### src/rtl/mtl_pkg.sv
// Shared constants and types for the tone, line and handshake register bank.
// Assumes a single device clock that both register buses are synchronous to.
package mtl_pkg;

  // Modem-bus register addresses
  localparam logic [2:0] MTL_MA_TONE = 3'h3;
  localparam logic [2:0] MTL_MA_LINE = 3'h5;
  localparam logic [2:0] MTL_MA_SCR  = 3'h6;
  localparam logic [2:0] MTL_MA_HSK  = 3'h7;

  // UART-bus register addresses
  localparam logic [3:0] MTL_UA_TONE = 4'hb;
  localparam logic [3:0] MTL_UA_LINE = 4'hd;
  localparam logic [3:0] MTL_UA_SCR  = 4'he;
  localparam logic [3:0] MTL_UA_HSK  = 4'hf;

  // Tone transmit control fields
  localparam int MTL_TONE_FSEL  = 0;
  localparam int MTL_TONE_DTMF  = 4;
  localparam int MTL_TONE_ANS   = 5;
  localparam int MTL_TONE_GUARD = 6;
  localparam int MTL_TONE_ROUTE = 7;

  // Line hook and speaker control fields
  localparam int         MTL_LINE_HOOK  = 5;
  localparam int         MTL_LINE_SPK   = 6;
  localparam logic [7:0] MTL_LINE_MASK  = 8'he0;

  // Handshake fields
  localparam int MTL_HSK_DTR   = 4;
  localparam int MTL_HSK_RTS   = 5;
  localparam int MTL_HSK_TX_BIT_CLOCK = 7;

  // Idle serial line level
  localparam logic MTL_MARK = 1'b1;

  typedef enum logic [1:0] {
    MTL_SPK_OFF,
    MTL_SPK_M24DB,
    MTL_SPK_M12DB,
    MTL_SPK_0DB
  } mtl_spk_e;

  typedef enum logic [2:0] {
    MTL_SRC_NONE,
    MTL_SRC_DTMF,
    MTL_SRC_ANSWER,
    MTL_SRC_FSK,
    MTL_SRC_GUARD
  } mtl_src_e;

  typedef enum logic [2:0] {
    MTL_REG_NONE,
    MTL_REG_TONE,
    MTL_REG_LINE,
    MTL_REG_SCR,
    MTL_REG_HSK
  } mtl_reg_e;

  // One register bus: strobes, address and write data
  typedef struct packed {
    logic       wr;
    logic       rd;
    logic [3:0] addr;
    logic [7:0] wdata;
  } mtl_bus_s;

  // Transmit tone selection handed to the tone generators
  typedef struct packed {
    mtl_src_e   src;
    logic       ans2100;
    logic       guard550;
    logic [3:0] dtmfCode;
  } mtl_tone_s;

  // Pin and UART serial routing
  typedef struct packed {
    logic rxdPinOut;
    logic rxdPinOe;
    logic txdPin;
    logic uartRxIn;
  } mtl_route_s;

  typedef struct packed {
    logic [7:0] tone;
    logic [7:0] line;
    logic [7:0] scratch;
    logic [3:0] hsk;
    logic [7:0] mRdData;
    logic       mRdValid;
    logic [7:0] uRdData;
    logic       uRdValid;
    logic [3:0] msr;
    mtl_spk_e   spk;
  } mtl_regs_s;

  localparam mtl_regs_s  MTL_REGS_RST  = '0;
  localparam mtl_tone_s  MTL_TONE_RST  = '0;
  localparam mtl_route_s MTL_ROUTE_RST = '{rxdPinOut: MTL_MARK, rxdPinOe: 1'b0,
                                           txdPin: MTL_MARK, uartRxIn: MTL_MARK};

endpackage

### src/rtl/mtl_tone_arbiter.sv
// Picks the single transmit source from the tone control byte.
// Assumes transmit enable, answer mode and FSK request are synchronous levels.
`timescale 1ns/1ps
module mtl_tone_arbiter (
  input  wire logic              clock,
  input  wire logic              rst_n,
  input  wire logic [7:0]        toneReg,
  input  wire logic              txEnable,
  input  wire logic              answerMode,
  input  wire logic              fskRequest,
  output mtl_pkg::mtl_tone_s     toneSel
);

  mtl_pkg::mtl_tone_s s_r;
  mtl_pkg::mtl_tone_s s_nxt;

  always_comb begin
    s_nxt          = s_r;
    s_nxt.ans2100  = toneReg[mtl_pkg::MTL_TONE_FSEL];
    s_nxt.guard550 = toneReg[mtl_pkg::MTL_TONE_FSEL];
    s_nxt.dtmfCode = toneReg[3:0];
    if (!txEnable) begin
      s_nxt.src = mtl_pkg::MTL_SRC_NONE;
    end else if (toneReg[mtl_pkg::MTL_TONE_DTMF]) begin
      s_nxt.src = mtl_pkg::MTL_SRC_DTMF;
    end else if (toneReg[mtl_pkg::MTL_TONE_ANS] && answerMode) begin
      s_nxt.src = mtl_pkg::MTL_SRC_ANSWER;
    end else if (fskRequest) begin
      s_nxt.src = mtl_pkg::MTL_SRC_FSK;
    end else if (toneReg[mtl_pkg::MTL_TONE_GUARD]) begin
      s_nxt.src = mtl_pkg::MTL_SRC_GUARD;
    end else begin
      s_nxt.src = mtl_pkg::MTL_SRC_NONE;
    end
  end

  always_ff @(posedge clock) begin
    if (!rst_n) begin
      s_r <= mtl_pkg::MTL_TONE_RST;
    end else begin
      s_r <= s_nxt;
    end
  end

  assign toneSel = s_r;

  a_tx_gate_off: assert property (@(posedge clock) disable iff (!rst_n)
    !txEnable |=> toneSel.src == mtl_pkg::MTL_SRC_NONE)
    else $error("tone emitted without transmit enable");
  a_dtmf_wins_all: assert property (@(posedge clock) disable iff (!rst_n)
    txEnable && toneReg[4] |=> toneSel.src == mtl_pkg::MTL_SRC_DTMF
                               && toneSel.dtmfCode == $past(toneReg[3:0]))
    else $error("dtmf not given precedence");
  a_answer_freq: assert property (@(posedge clock) disable iff (!rst_n)
    txEnable && !toneReg[4] && toneReg[5] && answerMode
      |=> toneSel.src == mtl_pkg::MTL_SRC_ANSWER && toneSel.ans2100 == $past(toneReg[0]))
    else $error("answer tone or its frequency wrong");
  a_answer_off: assert property (@(posedge clock) disable iff (!rst_n)
    !toneReg[5] |=> toneSel.src != mtl_pkg::MTL_SRC_ANSWER)
    else $error("answer tone without its enable");
  a_guard_last: assert property (@(posedge clock) disable iff (!rst_n)
    txEnable && toneReg[6:4] == 3'h4 && !fskRequest
      |=> toneSel.src == mtl_pkg::MTL_SRC_GUARD && toneSel.guard550 == $past(toneReg[0]))
    else $error("guard tone not selected");
  c_fsk_over_guard: cover property (@(posedge clock) disable iff (!rst_n)
    txEnable && fskRequest && toneReg[6] ##1 toneSel.src == mtl_pkg::MTL_SRC_FSK);

endmodule

### src/rtl/mtl_serial_route.sv
// Steers the receive and transmit data pins by the standalone pin and routing bit.
// Assumes all serial levels are synchronous to the device clock.
`timescale 1ns/1ps
module mtl_serial_route (
  input  wire logic          clock,
  input  wire logic          rst_n,
  input  wire logic          standaloneSelectPin,
  input  wire logic          routeBit,
  input  wire logic          modemRxData,
  input  wire logic          uartSerialOut,
  input  wire logic          rxdPinIn,
  output mtl_pkg::mtl_route_s route
);

  mtl_pkg::mtl_route_s s_r;
  mtl_pkg::mtl_route_s s_nxt;

  always_comb begin
    s_nxt = s_r;
    if (!standaloneSelectPin) begin
      s_nxt.rxdPinOe  = 1'b1;
      s_nxt.rxdPinOut = modemRxData;
      s_nxt.txdPin    = uartSerialOut;
      s_nxt.uartRxIn  = modemRxData;
    end else if (!routeBit) begin
      s_nxt.rxdPinOe  = 1'b0;
      s_nxt.rxdPinOut = mtl_pkg::MTL_MARK;
      s_nxt.txdPin    = mtl_pkg::MTL_MARK;
      s_nxt.uartRxIn  = modemRxData;
    end else begin
      s_nxt.rxdPinOe  = 1'b0;
      s_nxt.rxdPinOut = mtl_pkg::MTL_MARK;
      s_nxt.txdPin    = uartSerialOut;
      s_nxt.uartRxIn  = rxdPinIn;
    end
  end

  always_ff @(posedge clock) begin
    if (!rst_n) begin
      s_r <= mtl_pkg::MTL_ROUTE_RST;
    end else begin
      s_r <= s_nxt;
    end
  end

  assign route = s_r;

  a_monitor_mode: assert property (@(posedge clock) disable iff (!rst_n)
    !standaloneSelectPin |=> route.rxdPinOe && route.rxdPinOut == $past(modemRxData)
                             && route.txdPin == $past(uartSerialOut))
    else $error("monitor routing wrong");
  a_forced_mark: assert property (@(posedge clock) disable iff (!rst_n)
    standaloneSelectPin && !routeBit |=> !route.rxdPinOe && route.txdPin == 1'b1)
    else $error("transmit pin not held at mark");
  a_uart_routed: assert property (@(posedge clock) disable iff (!rst_n)
    standaloneSelectPin && routeBit |=> !route.rxdPinOe
      && route.uartRxIn == $past(rxdPinIn) && route.txdPin == $past(uartSerialOut))
    else $error("standalone uart routing wrong");
  c_standalone_uart: cover property (@(posedge clock) disable iff (!rst_n)
    standaloneSelectPin && routeBit ##1 route.uartRxIn == 1'b0);

endmodule

### src/rtl/mtl_tone_line_regs.sv
// Dual-bus register bank: tone control, line hook and speaker, scratch, handshake.
// Assumes both buses share the device clock; a modem-bus write wins a same-cycle clash.
//
// How it works
// - Tone-pair enable bit 4 sends the DTMF pair ahead of everything else.
// - Answer enable with bit 0 clear sends 2225 Hz while transmitting, answer mode.
// - Answer enable with bit 0 set sends 2100 Hz, otherwise identical.
// - Answer enable clear keeps the answer tone off whatever bit 0 holds.
// - Bit 6 turns the guard tone on; bit 0 picks its frequency.
// - Standalone pin low: modem data drives receive pin, UART output on transmit pin.
// - Standalone high, routing clear: receive pin ignored, transmit pin held at mark.
// - Standalone high, routing set: receive pin feeds UART, UART drives transmit pin.
// - Line register sits at modem address 5, UART address 13; bits 0-4 unused.
// - Line bit 5 set pulls the open-drain hook driver low; clear leaves it open.
// - Line bits 7:6 give speaker off, -24 dB, -12 dB or 0 dB.
// - One scratch register at modem 6 and UART 14, read-write from both.
// - Handshake register sits at modem 7 and UART 15; bit 6 unused.
// - Dual-port: local processor writes bits 0-3, host sees them as modem status.
// - Single-port: bits 0-3 ignored, modem status taken from external pins.
// - Handshake bits 4 and 5 mirror host DTR and RTS, read only.
// - Handshake bit 7 mirrors the UART transmit bit clock.
// - Tones go out only while transmit enable is set.
// - Source order: DTMF, answer tone, FSK data, guard tone.
`timescale 1ns/1ps
module mtl_tone_line_regs (
  input  wire logic               clock,
  input  wire logic               rst_n,
  input  mtl_pkg::mtl_bus_s       modemBus,
  input  mtl_pkg::mtl_bus_s       uartBus,
  output logic [7:0]              modemRdData,
  output logic                    modemRdValid,
  output logic [7:0]              uartRdData,
  output logic                    uartRdValid,
  input  wire logic               txEnable,
  input  wire logic               answerMode,
  input  wire logic               fskRequest,
  output mtl_pkg::mtl_tone_s      toneSel,
  input  wire logic               standaloneSelectPin,
  input  wire logic               modemRxData,
  input  wire logic               uartSerialOut,
  input  wire logic               rxdPinIn,
  output logic                    rxdPinOut,
  output logic                    rxdPinOe,
  output logic                    txdPin,
  output logic                    uartSerialIn,
  output logic                    hookPinOut,
  output logic                    hookPinOe,
  output mtl_pkg::mtl_spk_e       speakerLevel,
  input  wire logic               dualPortMode,
  input  wire logic [3:0]         extModemStatus,
  input  wire logic               hostDtr,
  input  wire logic               hostRts,
  input  wire logic               txBitClock,
  output logic [3:0]              modemStatus
);

  mtl_pkg::mtl_regs_s  s_r;
  mtl_pkg::mtl_regs_s  s_nxt;
  mtl_pkg::mtl_reg_e   mSel;
  mtl_pkg::mtl_reg_e   uSel;
  mtl_pkg::mtl_route_s route;

  function automatic mtl_pkg::mtl_reg_e decodeModem(input logic [2:0] a);
    if (a == mtl_pkg::MTL_MA_TONE) begin
      return mtl_pkg::MTL_REG_TONE;
    end else if (a == mtl_pkg::MTL_MA_LINE) begin
      return mtl_pkg::MTL_REG_LINE;
    end else if (a == mtl_pkg::MTL_MA_SCR) begin
      return mtl_pkg::MTL_REG_SCR;
    end else if (a == mtl_pkg::MTL_MA_HSK) begin
      return mtl_pkg::MTL_REG_HSK;
    end else begin
      return mtl_pkg::MTL_REG_NONE;
    end
  endfunction

  function automatic mtl_pkg::mtl_reg_e decodeUart(input logic [3:0] a);
    if (a == mtl_pkg::MTL_UA_TONE) begin
      return mtl_pkg::MTL_REG_TONE;
    end else if (a == mtl_pkg::MTL_UA_LINE) begin
      return mtl_pkg::MTL_REG_LINE;
    end else if (a == mtl_pkg::MTL_UA_SCR) begin
      return mtl_pkg::MTL_REG_SCR;
    end else if (a == mtl_pkg::MTL_UA_HSK) begin
      return mtl_pkg::MTL_REG_HSK;
    end else begin
      return mtl_pkg::MTL_REG_NONE;
    end
  endfunction

  // Addresses outside this bank belong to other register groups and read as zero here
  function automatic logic [7:0] readView(input mtl_pkg::mtl_reg_e r,
                                          input mtl_pkg::mtl_regs_s s);
    if (r == mtl_pkg::MTL_REG_TONE) begin
      return s.tone;
    end else if (r == mtl_pkg::MTL_REG_LINE) begin
      return s.line & mtl_pkg::MTL_LINE_MASK;
    end else if (r == mtl_pkg::MTL_REG_SCR) begin
      return s.scratch;
    end else if (r == mtl_pkg::MTL_REG_HSK) begin
      return {txBitClock, 1'b0, hostRts, hostDtr, s.hsk};
    end else begin
      return 8'h00;
    end
  endfunction

  function automatic mtl_pkg::mtl_regs_s applyWrite(input mtl_pkg::mtl_regs_s s,
                                                    input mtl_pkg::mtl_reg_e r,
                                                    input logic [7:0] d);
    mtl_pkg::mtl_regs_s t;
    t = s;
    if (r == mtl_pkg::MTL_REG_TONE) begin
      t.tone = d;
    end else if (r == mtl_pkg::MTL_REG_LINE) begin
      t.line = d & mtl_pkg::MTL_LINE_MASK;
      t.spk  = mtl_pkg::mtl_spk_e'(d[mtl_pkg::MTL_LINE_SPK +: 2]);
    end else if (r == mtl_pkg::MTL_REG_SCR) begin
      t.scratch = d;
    end else if (r == mtl_pkg::MTL_REG_HSK) begin
      t.hsk = d[3:0];
    end
    return t;
  endfunction

  always_comb begin
    mSel = decodeModem(modemBus.addr[2:0]);
    uSel = decodeUart(uartBus.addr);
  end

  always_comb begin
    s_nxt          = s_r;
    s_nxt.mRdValid = modemBus.rd;
    s_nxt.uRdValid = uartBus.rd;
    if (modemBus.rd) begin
      s_nxt.mRdData = readView(mSel, s_r);
    end
    if (uartBus.rd) begin
      s_nxt.uRdData = readView(uSel, s_r);
    end
    // Modem write applied last so it wins a clash on the same register
    if (uartBus.wr) begin
      s_nxt = applyWrite(s_nxt, uSel, uartBus.wdata);
    end
    if (modemBus.wr) begin
      s_nxt = applyWrite(s_nxt, mSel, modemBus.wdata);
    end
    // Stored bits stay readable in single-port mode even though they are not used
    if (dualPortMode) begin
      s_nxt.msr = s_r.hsk;
    end else begin
      s_nxt.msr = extModemStatus;
    end
  end

  always_ff @(posedge clock) begin
    if (!rst_n) begin
      s_r <= mtl_pkg::MTL_REGS_RST;
    end else begin
      s_r <= s_nxt;
    end
  end

  mtl_tone_arbiter u_tone (
    .clock      (clock),
    .rst_n      (rst_n),
    .toneReg    (s_r.tone),
    .txEnable   (txEnable),
    .answerMode (answerMode),
    .fskRequest (fskRequest),
    .toneSel    (toneSel)
  );

  mtl_serial_route u_route (
    .clock               (clock),
    .rst_n               (rst_n),
    .standaloneSelectPin (standaloneSelectPin),
    .routeBit            (s_r.tone[mtl_pkg::MTL_TONE_ROUTE]),
    .modemRxData         (modemRxData),
    .uartSerialOut       (uartSerialOut),
    .rxdPinIn            (rxdPinIn),
    .route               (route)
  );

  assign modemRdData  = s_r.mRdData;
  assign modemRdValid = s_r.mRdValid;
  assign uartRdData   = s_r.uRdData;
  assign uartRdValid  = s_r.uRdValid;
  assign rxdPinOut    = route.rxdPinOut;
  assign rxdPinOe     = route.rxdPinOe;
  assign txdPin       = route.txdPin;
  assign uartSerialIn = route.uartRxIn;
  // Open drain: only ever pulls low, never drives high
  assign hookPinOut   = 1'b0;
  assign hookPinOe    = s_r.line[mtl_pkg::MTL_LINE_HOOK];
  assign speakerLevel = s_r.spk;
  assign modemStatus  = s_r.msr;

  a_line_low_zero: assert property (@(posedge clock) disable iff (!rst_n)
    modemBus.rd && modemBus.addr[2:0] == 3'h5 |=> modemRdValid && modemRdData[4:0] == 5'h00)
    else $error("unused line bits read nonzero");
  a_hook_pull: assert property (@(posedge clock) disable iff (!rst_n)
    uartBus.wr && !modemBus.wr && uartBus.addr == 4'hd
      |=> hookPinOe == $past(uartBus.wdata[5]) && hookPinOut == 1'b0)
    else $error("hook driver does not follow bit 5");
  a_spk_level: assert property (@(posedge clock) disable iff (!rst_n)
    modemBus.wr && modemBus.addr[2:0] == 3'h5 |=> speakerLevel == $past(modemBus.wdata[7:6]))
    else $error("speaker level wrong");
  a_scr_shared: assert property (@(posedge clock) disable iff (!rst_n)
    uartBus.wr && uartBus.addr == 4'he && !(modemBus.wr && modemBus.addr[2:0] == 3'h6)
      ##1 modemBus.rd && modemBus.addr[2:0] == 3'h6 && !uartBus.wr && !modemBus.wr
      |=> modemRdData == $past(uartBus.wdata, 2))
    else $error("scratch not shared across buses");
  a_hsk_mirror: assert property (@(posedge clock) disable iff (!rst_n)
    uartBus.rd && uartBus.addr == 4'hf
      |=> uartRdData[6:4] == {1'b0, $past(hostRts), $past(hostDtr)})
    else $error("handshake mirror bits wrong");
  a_tx_bit_clock_view: assert property (@(posedge clock) disable iff (!rst_n)
    modemBus.rd && modemBus.addr[2:0] == 3'h7 |=> modemRdData[7] == $past(txBitClock))
    else $error("bit clock not reflected");
  a_msr_dual: assert property (@(posedge clock) disable iff (!rst_n)
    dualPortMode && modemBus.wr && modemBus.addr[2:0] == 3'h7 && !uartBus.wr
      ##1 dualPortMode |=> modemStatus == $past(modemBus.wdata[3:0], 2))
    else $error("local status not passed to host");
  a_msr_single: assert property (@(posedge clock) disable iff (!rst_n)
    !dualPortMode |=> modemStatus == $past(extModemStatus))
    else $error("single-port status not from pins");
  c_both_write: cover property (@(posedge clock) disable iff (!rst_n)
    modemBus.wr && uartBus.wr && mSel == uSel && mSel != mtl_pkg::MTL_REG_NONE);
  c_hook_on: cover property (@(posedge clock) disable iff (!rst_n) $rose(hookPinOe));
  c_dual_status: cover property (@(posedge clock) disable iff (!rst_n)
    dualPortMode && modemStatus != 4'h0);

  // Read handshake on both buses: valid pulses once, data stands until the next read
  a_mvalid_pulse: assert property (@(posedge clock) disable iff (!rst_n)
    1'b1 |=> modemRdValid == $past(modemBus.rd))
    else $error("modem read valid not a one-cycle answer");

  a_uvalid_pulse: assert property (@(posedge clock) disable iff (!rst_n)
    1'b1 |=> uartRdValid == $past(uartBus.rd))
    else $error("uart read valid not a one-cycle answer");

  a_mdata_stands: assert property (@(posedge clock) disable iff (!rst_n)
    !modemBus.rd |=> $stable(modemRdData))
    else $error("modem read data changed without a read");

  a_udata_stands: assert property (@(posedge clock) disable iff (!rst_n)
    !uartBus.rd |=> $stable(uartRdData))
    else $error("uart read data changed without a read");

  // Addresses of other register groups read as zero from this bank
  a_u_unmapped: assert property (@(posedge clock) disable iff (!rst_n)
    uartBus.rd && uartBus.addr < 4'hb |=> uartRdData == 8'h00)
    else $error("unmapped uart address read nonzero");

  a_m_unmapped: assert property (@(posedge clock) disable iff (!rst_n)
    modemBus.rd && (modemBus.addr[2:0] < 3'h3 || modemBus.addr[2:0] == 3'h4)
      |=> modemRdData == 8'h00)
    else $error("unmapped modem address read nonzero");

  a_line_view_m: assert property (@(posedge clock) disable iff (!rst_n)
    modemBus.rd && modemBus.addr[2:0] == 3'h5
      |=> modemRdData[7:5] == $past({speakerLevel, hookPinOe}))
    else $error("modem line read disagrees with pins");

  a_line_view_u: assert property (@(posedge clock) disable iff (!rst_n)
    uartBus.rd && uartBus.addr == 4'hd
      |=> uartRdData == {$past({speakerLevel, hookPinOe}), 5'h00})
    else $error("uart line read disagrees with pins");

  a_hsk_mid_m: assert property (@(posedge clock) disable iff (!rst_n)
    modemBus.rd && modemBus.addr[2:0] == 3'h7
      |=> modemRdData[6:4] == {1'b0, $past(hostRts), $past(hostDtr)})
    else $error("modem handshake mirror bits wrong");

  a_tx_bit_clock_uart: assert property (@(posedge clock) disable iff (!rst_n)
    uartBus.rd && uartBus.addr == 4'hf |=> uartRdData[7] == $past(txBitClock))
    else $error("bit clock not reflected to host");

  a_hook_never_high: assert property (@(posedge clock) disable iff (!rst_n)
    1'b1 |-> hookPinOut == 1'b0)
    else $error("hook driver drives high");

  a_hook_modem: assert property (@(posedge clock) disable iff (!rst_n)
    modemBus.wr && modemBus.addr[2:0] == 3'h5 |=> hookPinOe == $past(modemBus.wdata[5]))
    else $error("hook driver ignores modem write");

  a_spk_uart: assert property (@(posedge clock) disable iff (!rst_n)
    uartBus.wr && uartBus.addr == 4'hd && !(modemBus.wr && modemBus.addr[2:0] == 3'h5)
      |=> speakerLevel == $past(uartBus.wdata[7:6]))
    else $error("speaker level ignores uart write");

endmodule

### config.mk
export PLATFORM = sky130hd
export DESIGN_NAME = mtl_tone_line_regs
export DESIGN_NICKNAME = d
export VERILOG_FILES = /design/src/rtl/mtl_pkg.sv /design/src/rtl/mtl_tone_arbiter.sv /design/src/rtl/mtl_serial_route.sv /design/src/rtl/mtl_tone_line_regs.sv
export SDC_FILE = /design/constraint.sdc
export NUM_CORES = 1
export LEC_CHECK = 0
export BUFFER_PORTS_ARGS = -buffer_cell sky130_fd_sc_hd__buf_2
export CAP_MARGIN = 20
export CORE_ASPECT_RATIO = 1.75
export CORE_MARGIN = 2
export CORE_UTILIZATION = 55
export CTS_CLUSTER_SIZE = 30
export DETAILED_ROUTE_END_ITERATION = 6
export HOLD_SLACK_MARGIN = 0.02
export PLACE_DENSITY = 0.85
export SKIP_CTS_REPAIR_TIMING = 1
export SYNTH_ARGS = -nofsm -noshare
export SYNTH_HDL_FRONTEND = slang
export SYNTH_SLANG_ARGS = --single-unit
### constraint.sdc
create_clock -name clock -period 4.5 [get_ports clock]
set_input_delay 1.35 -clock clock [delete_from_list [all_inputs] [get_ports clock]]
set_output_delay 1.35 -clock clock [all_outputs]
set_load 0.01 [all_outputs]
==> qor.txt <==
OUTCOME
--------------------------------------------------------------------------------
Run status                                                             completed

CLOCK TREE
--------------------------------------------------------------------------------
Clock transition at the registers of the reported paths                  0.06 ns
Number of levels the H-tree was split into                                     3
Number of clock buffers inserted by TritonCTS                                  9
TritonCTS clock tree                                                       built
Library cell used as clock root buffer                              sky130_fd_sc_hd__clkbuf_8
Number of sinks driven by the clock tree                                      58
Clock latency at the later pin of the worst-skew pair                    0.34 ns
Largest buffer count on any clock path                                         2

SYNTHESIS
--------------------------------------------------------------------------------
Largest family of logic cells by synthesized area                   compound AO/OA/AOI/OAI gates
Xor/xnor cell area share of the yosys netlist                                  0
Cell area after synthesis                                             2780 sq um
Gate count after technology mapping                                          321
Post-synthesis compound-gate area fraction                                0.1998
Post-synthesis register bit count                                             58
Share of cell area taken by muxes after synthesis                         0.1031
Average instance area after synthesis                                8.661 sq um
Nets in the synthesized netlist                                              366
Synth Area in Adders                                                           0
Proportion of synthesized chip area in sequential cells                   0.4176
Yosys warns                                                                    0
Number of distinct library cells after synthesis                              32
Simple-gate area share of the yosys netlist                               0.1751

SETUP PATH
--------------------------------------------------------------------------------
Number of cells on the worst reg-to-reg path                                   4
Worst setup SP type                                                 primary input
End of the worst register-to-register path                          uartRdData[5]$_SDFFE_PN0P_
Dominant delay contributor by cell family on the critical path      simple AND/OR/NAND/NOR gates
Worst setup path endpoint                                           s_r[48]$_SDFF_PN0_
Setup slack, reg-to-reg                                                  3.48 ns
Endpoint kind of the worst setup timing path                                flop
Sequence of cells on the critical path                              buf_2, nor2b_1, nand3_2, o21ai_0, a31oi_1
Arrival time worst endpoint                                              2.85 ns
Origin of the critical flop-to-flop path                            hookPinOe$_SDFF_PN0_
Levels on crit path                                                            5
Required time of the critical path                                       4.71 ns
Crit. Startpoint                                                     modemBus[8]
Delay of the slowest cell on the worst path                              0.50 ns
Critical-path cell with the highest stage delay                     sky130_fd_sc_hd__nor2b_1
WP buf/inv                                                                     1
Start-to-end type of the worst setup path                           primary input to flop
CP Max Fanout                                                                 16

POWER AND IR DROP
--------------------------------------------------------------------------------
Switching fraction of total power                                         0.2424
Clk pwr share                                                              0.414
Total power of the final layout                                         1.155 mW
Lkg Pwr                                                                 1.365 nW
Power per cell area                                                 364.9 nW/um^2
Sequential share of power                                                  0.476
Internal power summed over all cells                                    874.7 uW
Worst vdd rail ir drop                                                 0.3515 mV
Sw power                                                                279.8 uW
Proportion of power drawn by combinational gates                           0.110

DRT
--------------------------------------------------------------------------------
First-pass DRT Iterations                                                      4
Antenna-violating nets left                                                    0
Vias per std cell                                                          5.817
DR vias                                                                    2,484
Final Routed Wirelength                                                  6518 um
DR iter-0 viols                                                               75
DRC Markers                                                                    0
Post-detailed-route wirelength per cell                                 15.26 um

STA
--------------------------------------------------------------------------------
Slew at the pin closest to its max-slew limit                          0.7955 ns
Final Skew                                                           0.006039 ns
Fmax                                                                   379.2 MHz
RSZ-0062 raised after global routing                                          no
Final-report hold violation count                                              0
Part of the cycle the worst path needs                                    0.5861
Number of pins exceeding their max-slew limit in the final report              0
Summed negative setup slack over all endpoints                              0 ns
Max_slew headroom                                                         0.4697
Final worst hold slack                                                 0.4626 ns
Finish-stage setup viols                                                       0
Post-route minimum period                                               2.637 ns
Post-layout worst setup margin                                          1.863 ns

GLOBAL ROUTING
--------------------------------------------------------------------------------
Vias in the first global route                                             2,353
Overall fraction of global-route tracks in use                            0.2453
Number of antenna violations at the first check in global routing              0
Wire length of the first global-routing pass                           10,760 um
Maximum number of pins on one net before global-route repair                  55
Overflow left after global routing                                             0

LAYOUT
--------------------------------------------------------------------------------
Most common cell after layout, fill and taps aside                  sky130_fd_sc_hd__buf_2
Fin nets                                                                     413
Share of layout cells above drive strength 1                              0.2735
Most used cells in the layout excluding fill and tap cells          sky130_fd_sc_hd__buf_2 (81), sky130_fd_sc_hd__dfxtp_1 (58), sky130_fd_sc_hd__a21oi_1 (40)
Storage cell area                                                     1161 sq um
Count of antenna diodes in the layout                                          0
Filler cell count in the final layout                                        440
Area Overhead vs Synth                                                    13.82%
Post-Route Utilization                                                    0.6412
Post-route standard cell area excluding fillers                       3164 sq um
Number of non-filler instances in the completed layout                       427
Area of combinational cells with multiple inputs                      1333 sq um

FLOW RUN
--------------------------------------------------------------------------------
Number of max-capacitance violations reported                                  0

PLACEMENT
--------------------------------------------------------------------------------
Post-place setup slack                                                  1.548 ns
HPWL after DPL                                                           4643 um
Port buffer count                                                             81
Instance area after placement                                         2967 sq um
Final weighted congestion in routability-driven placement                 0.8348
Cell count after placement                                                   411

FLOORPLANNING
--------------------------------------------------------------------------------
Row Count                                                                     34
Die extent in x                                                         57.75 um
Area of the placeable core                                            4935 sq um
Total Die Area                                                        5662 sq um
Initial Util                                                              0.5634
Die height                                                              98.05 um
Number of top-level design ports                                              84

HOLD PATH
--------------------------------------------------------------------------------
Worst hold path type                                                flop to flop

==> tightest hold or removal path: cells and delay by family (launching register included) <==
kind	cells	cell delay, ns
AO/OA/AOI/OAI	1	0.05
flip-flops	1	0.31
AND/OR/NAND/NOR	1	0.05
==> Yosys cell counts <==
library cell / instances / share of area
sky130_fd_sc_hd__nor3_1: 3 / 0.0054
sky130_fd_sc_hd__mux2i_1: 23 / 0.083
sky130_fd_sc_hd__nand3_1: 6 / 0.011
sky130_fd_sc_hd__mux2_2: 5 / 0.020
sky130_fd_sc_hd__nand3_2: 1 / 0.0036
sky130_fd_sc_hd__nand2_1: 34 / 0.046
sky130_fd_sc_hd__o21ai_0: 38 / 0.068
sky130_fd_sc_hd__nand2b_1: 4 / 0.0090
sky130_fd_sc_hd__and3_1: 2 / 0.0045
sky130_fd_sc_hd__and4b_1: 1 / 0.0036
sky130_fd_sc_hd__a32oi_1: 1 / 0.0032
sky130_fd_sc_hd__nor2b_1: 7 / 0.016
sky130_fd_sc_hd__nor2_1: 6 / 0.0081
sky130_fd_sc_hd__a22oi_1: 5 / 0.014
sky130_fd_sc_hd__clkbuf_1: 9 / 0.012
sky130_fd_sc_hd__a21oi_1: 40 / 0.072
sky130_fd_sc_hd__a22o_1: 2 / 0.0063
sky130_fd_sc_hd__or3_1: 1 / 0.0023
sky130_fd_sc_hd__buf_2: 7 / 0.013
sky130_fd_sc_hd__o221ai_1: 2 / 0.0063
sky130_fd_sc_hd__nor2_4: 1 / 0.0041
sky130_fd_sc_hd__buf_4: 29 / 0.078
sky130_fd_sc_hd__conb_1: 1 / 0.0013
sky130_fd_sc_hd__and2_1: 7 / 0.016
sky130_fd_sc_hd__dfxtp_1: 58 / 0.42
sky130_fd_sc_hd__a211oi_1: 2 / 0.0054
sky130_fd_sc_hd__nand4_4: 1 / 0.0077
sky130_fd_sc_hd__nand4_1: 1 / 0.0023
sky130_fd_sc_hd__nand3b_1: 9 / 0.024
sky130_fd_sc_hd__nand4b_1: 3 / 0.0095
sky130_fd_sc_hd__and2b_1: 1 / 0.0027
sky130_fd_sc_hd__a31oi_1: 11 / 0.025
==> metal layers <==
layer	global-route usage	vias up	share of wire
met5	0	-	0
met4	0.1431	0	0.022
met3	0.04503	12	0.062
met2	0.4126	88	0.53
met1	0.2810	1164	0.39
li1	-	1220	-
==> cell type report <==
type,count,share of cell area
multi-input cells,218,0.4211
flip-flops and latches,58,0.3669
repair buffers,81,0.1281
clock buffers,14,0.05140
well taps,54,0.02135
clock inverters,2,0.01107
==> power by group through the flow <==
| stage | Clock, mW | Sequential [mW] | Combinational (mW) |
|---|---|---|---|
| after detailed placement | 0 | 0.561 | 0.125 |
| final | 0.478 | 0.550 | 0.127 |
| after global routing | 0.502 | 0.552 | 0.141 |
| after CTS | 0.484 | 0.549 | 0.127 |
| after floorplan | 0 | 0.559 | 0.0863 |
| after global placement | 0 | 0.560 | 0.121 |
==> cells by family (layout without fill, tap and decap cells) <==
kind of cell | after synthesis | in the layout
mux | 28 | 28
flops | 58 | 58
buf+inv | 45 | 97
compound gates | 101 | 101
other cells | 1 | 1
simple gates | 88 | 88
==> worst min path at each step <==
stage | to | slack (ns) | start | cells after the start
global route | speakerLevel[0]$_SDFF_PN0_ | 0.50 | speakerLevel[0]$_SDFF_PN0_ | 2
floorplan | speakerLevel[0]$_SDFF_PN0_ | 0.44 | speakerLevel[0]$_SDFF_PN0_ | 2
detailed placement | speakerLevel[0]$_SDFF_PN0_ | 0.45 | speakerLevel[0]$_SDFF_PN0_ | 2
CTS | speakerLevel[0]$_SDFF_PN0_ | 0.46 | speakerLevel[0]$_SDFF_PN0_ | 2
global placement | speakerLevel[0]$_SDFF_PN0_ | 0.45 | speakerLevel[0]$_SDFF_PN0_ | 2
finish | speakerLevel[0]$_SDFF_PN0_ | 0.46 | speakerLevel[0]$_SDFF_PN0_ | 2
==> state kept, by name, summed over array words and instances (netlist names) <==
register        flops
s_r                22
modemRdData         8
uartRdData          8
u_tone.toneSel      7
modemStatus         4
u_route.route       4
speakerLevel        2
hookPinOe           1
modemRdValid        1
uartRdValid         1
Power figures use the tool's default switching activity.
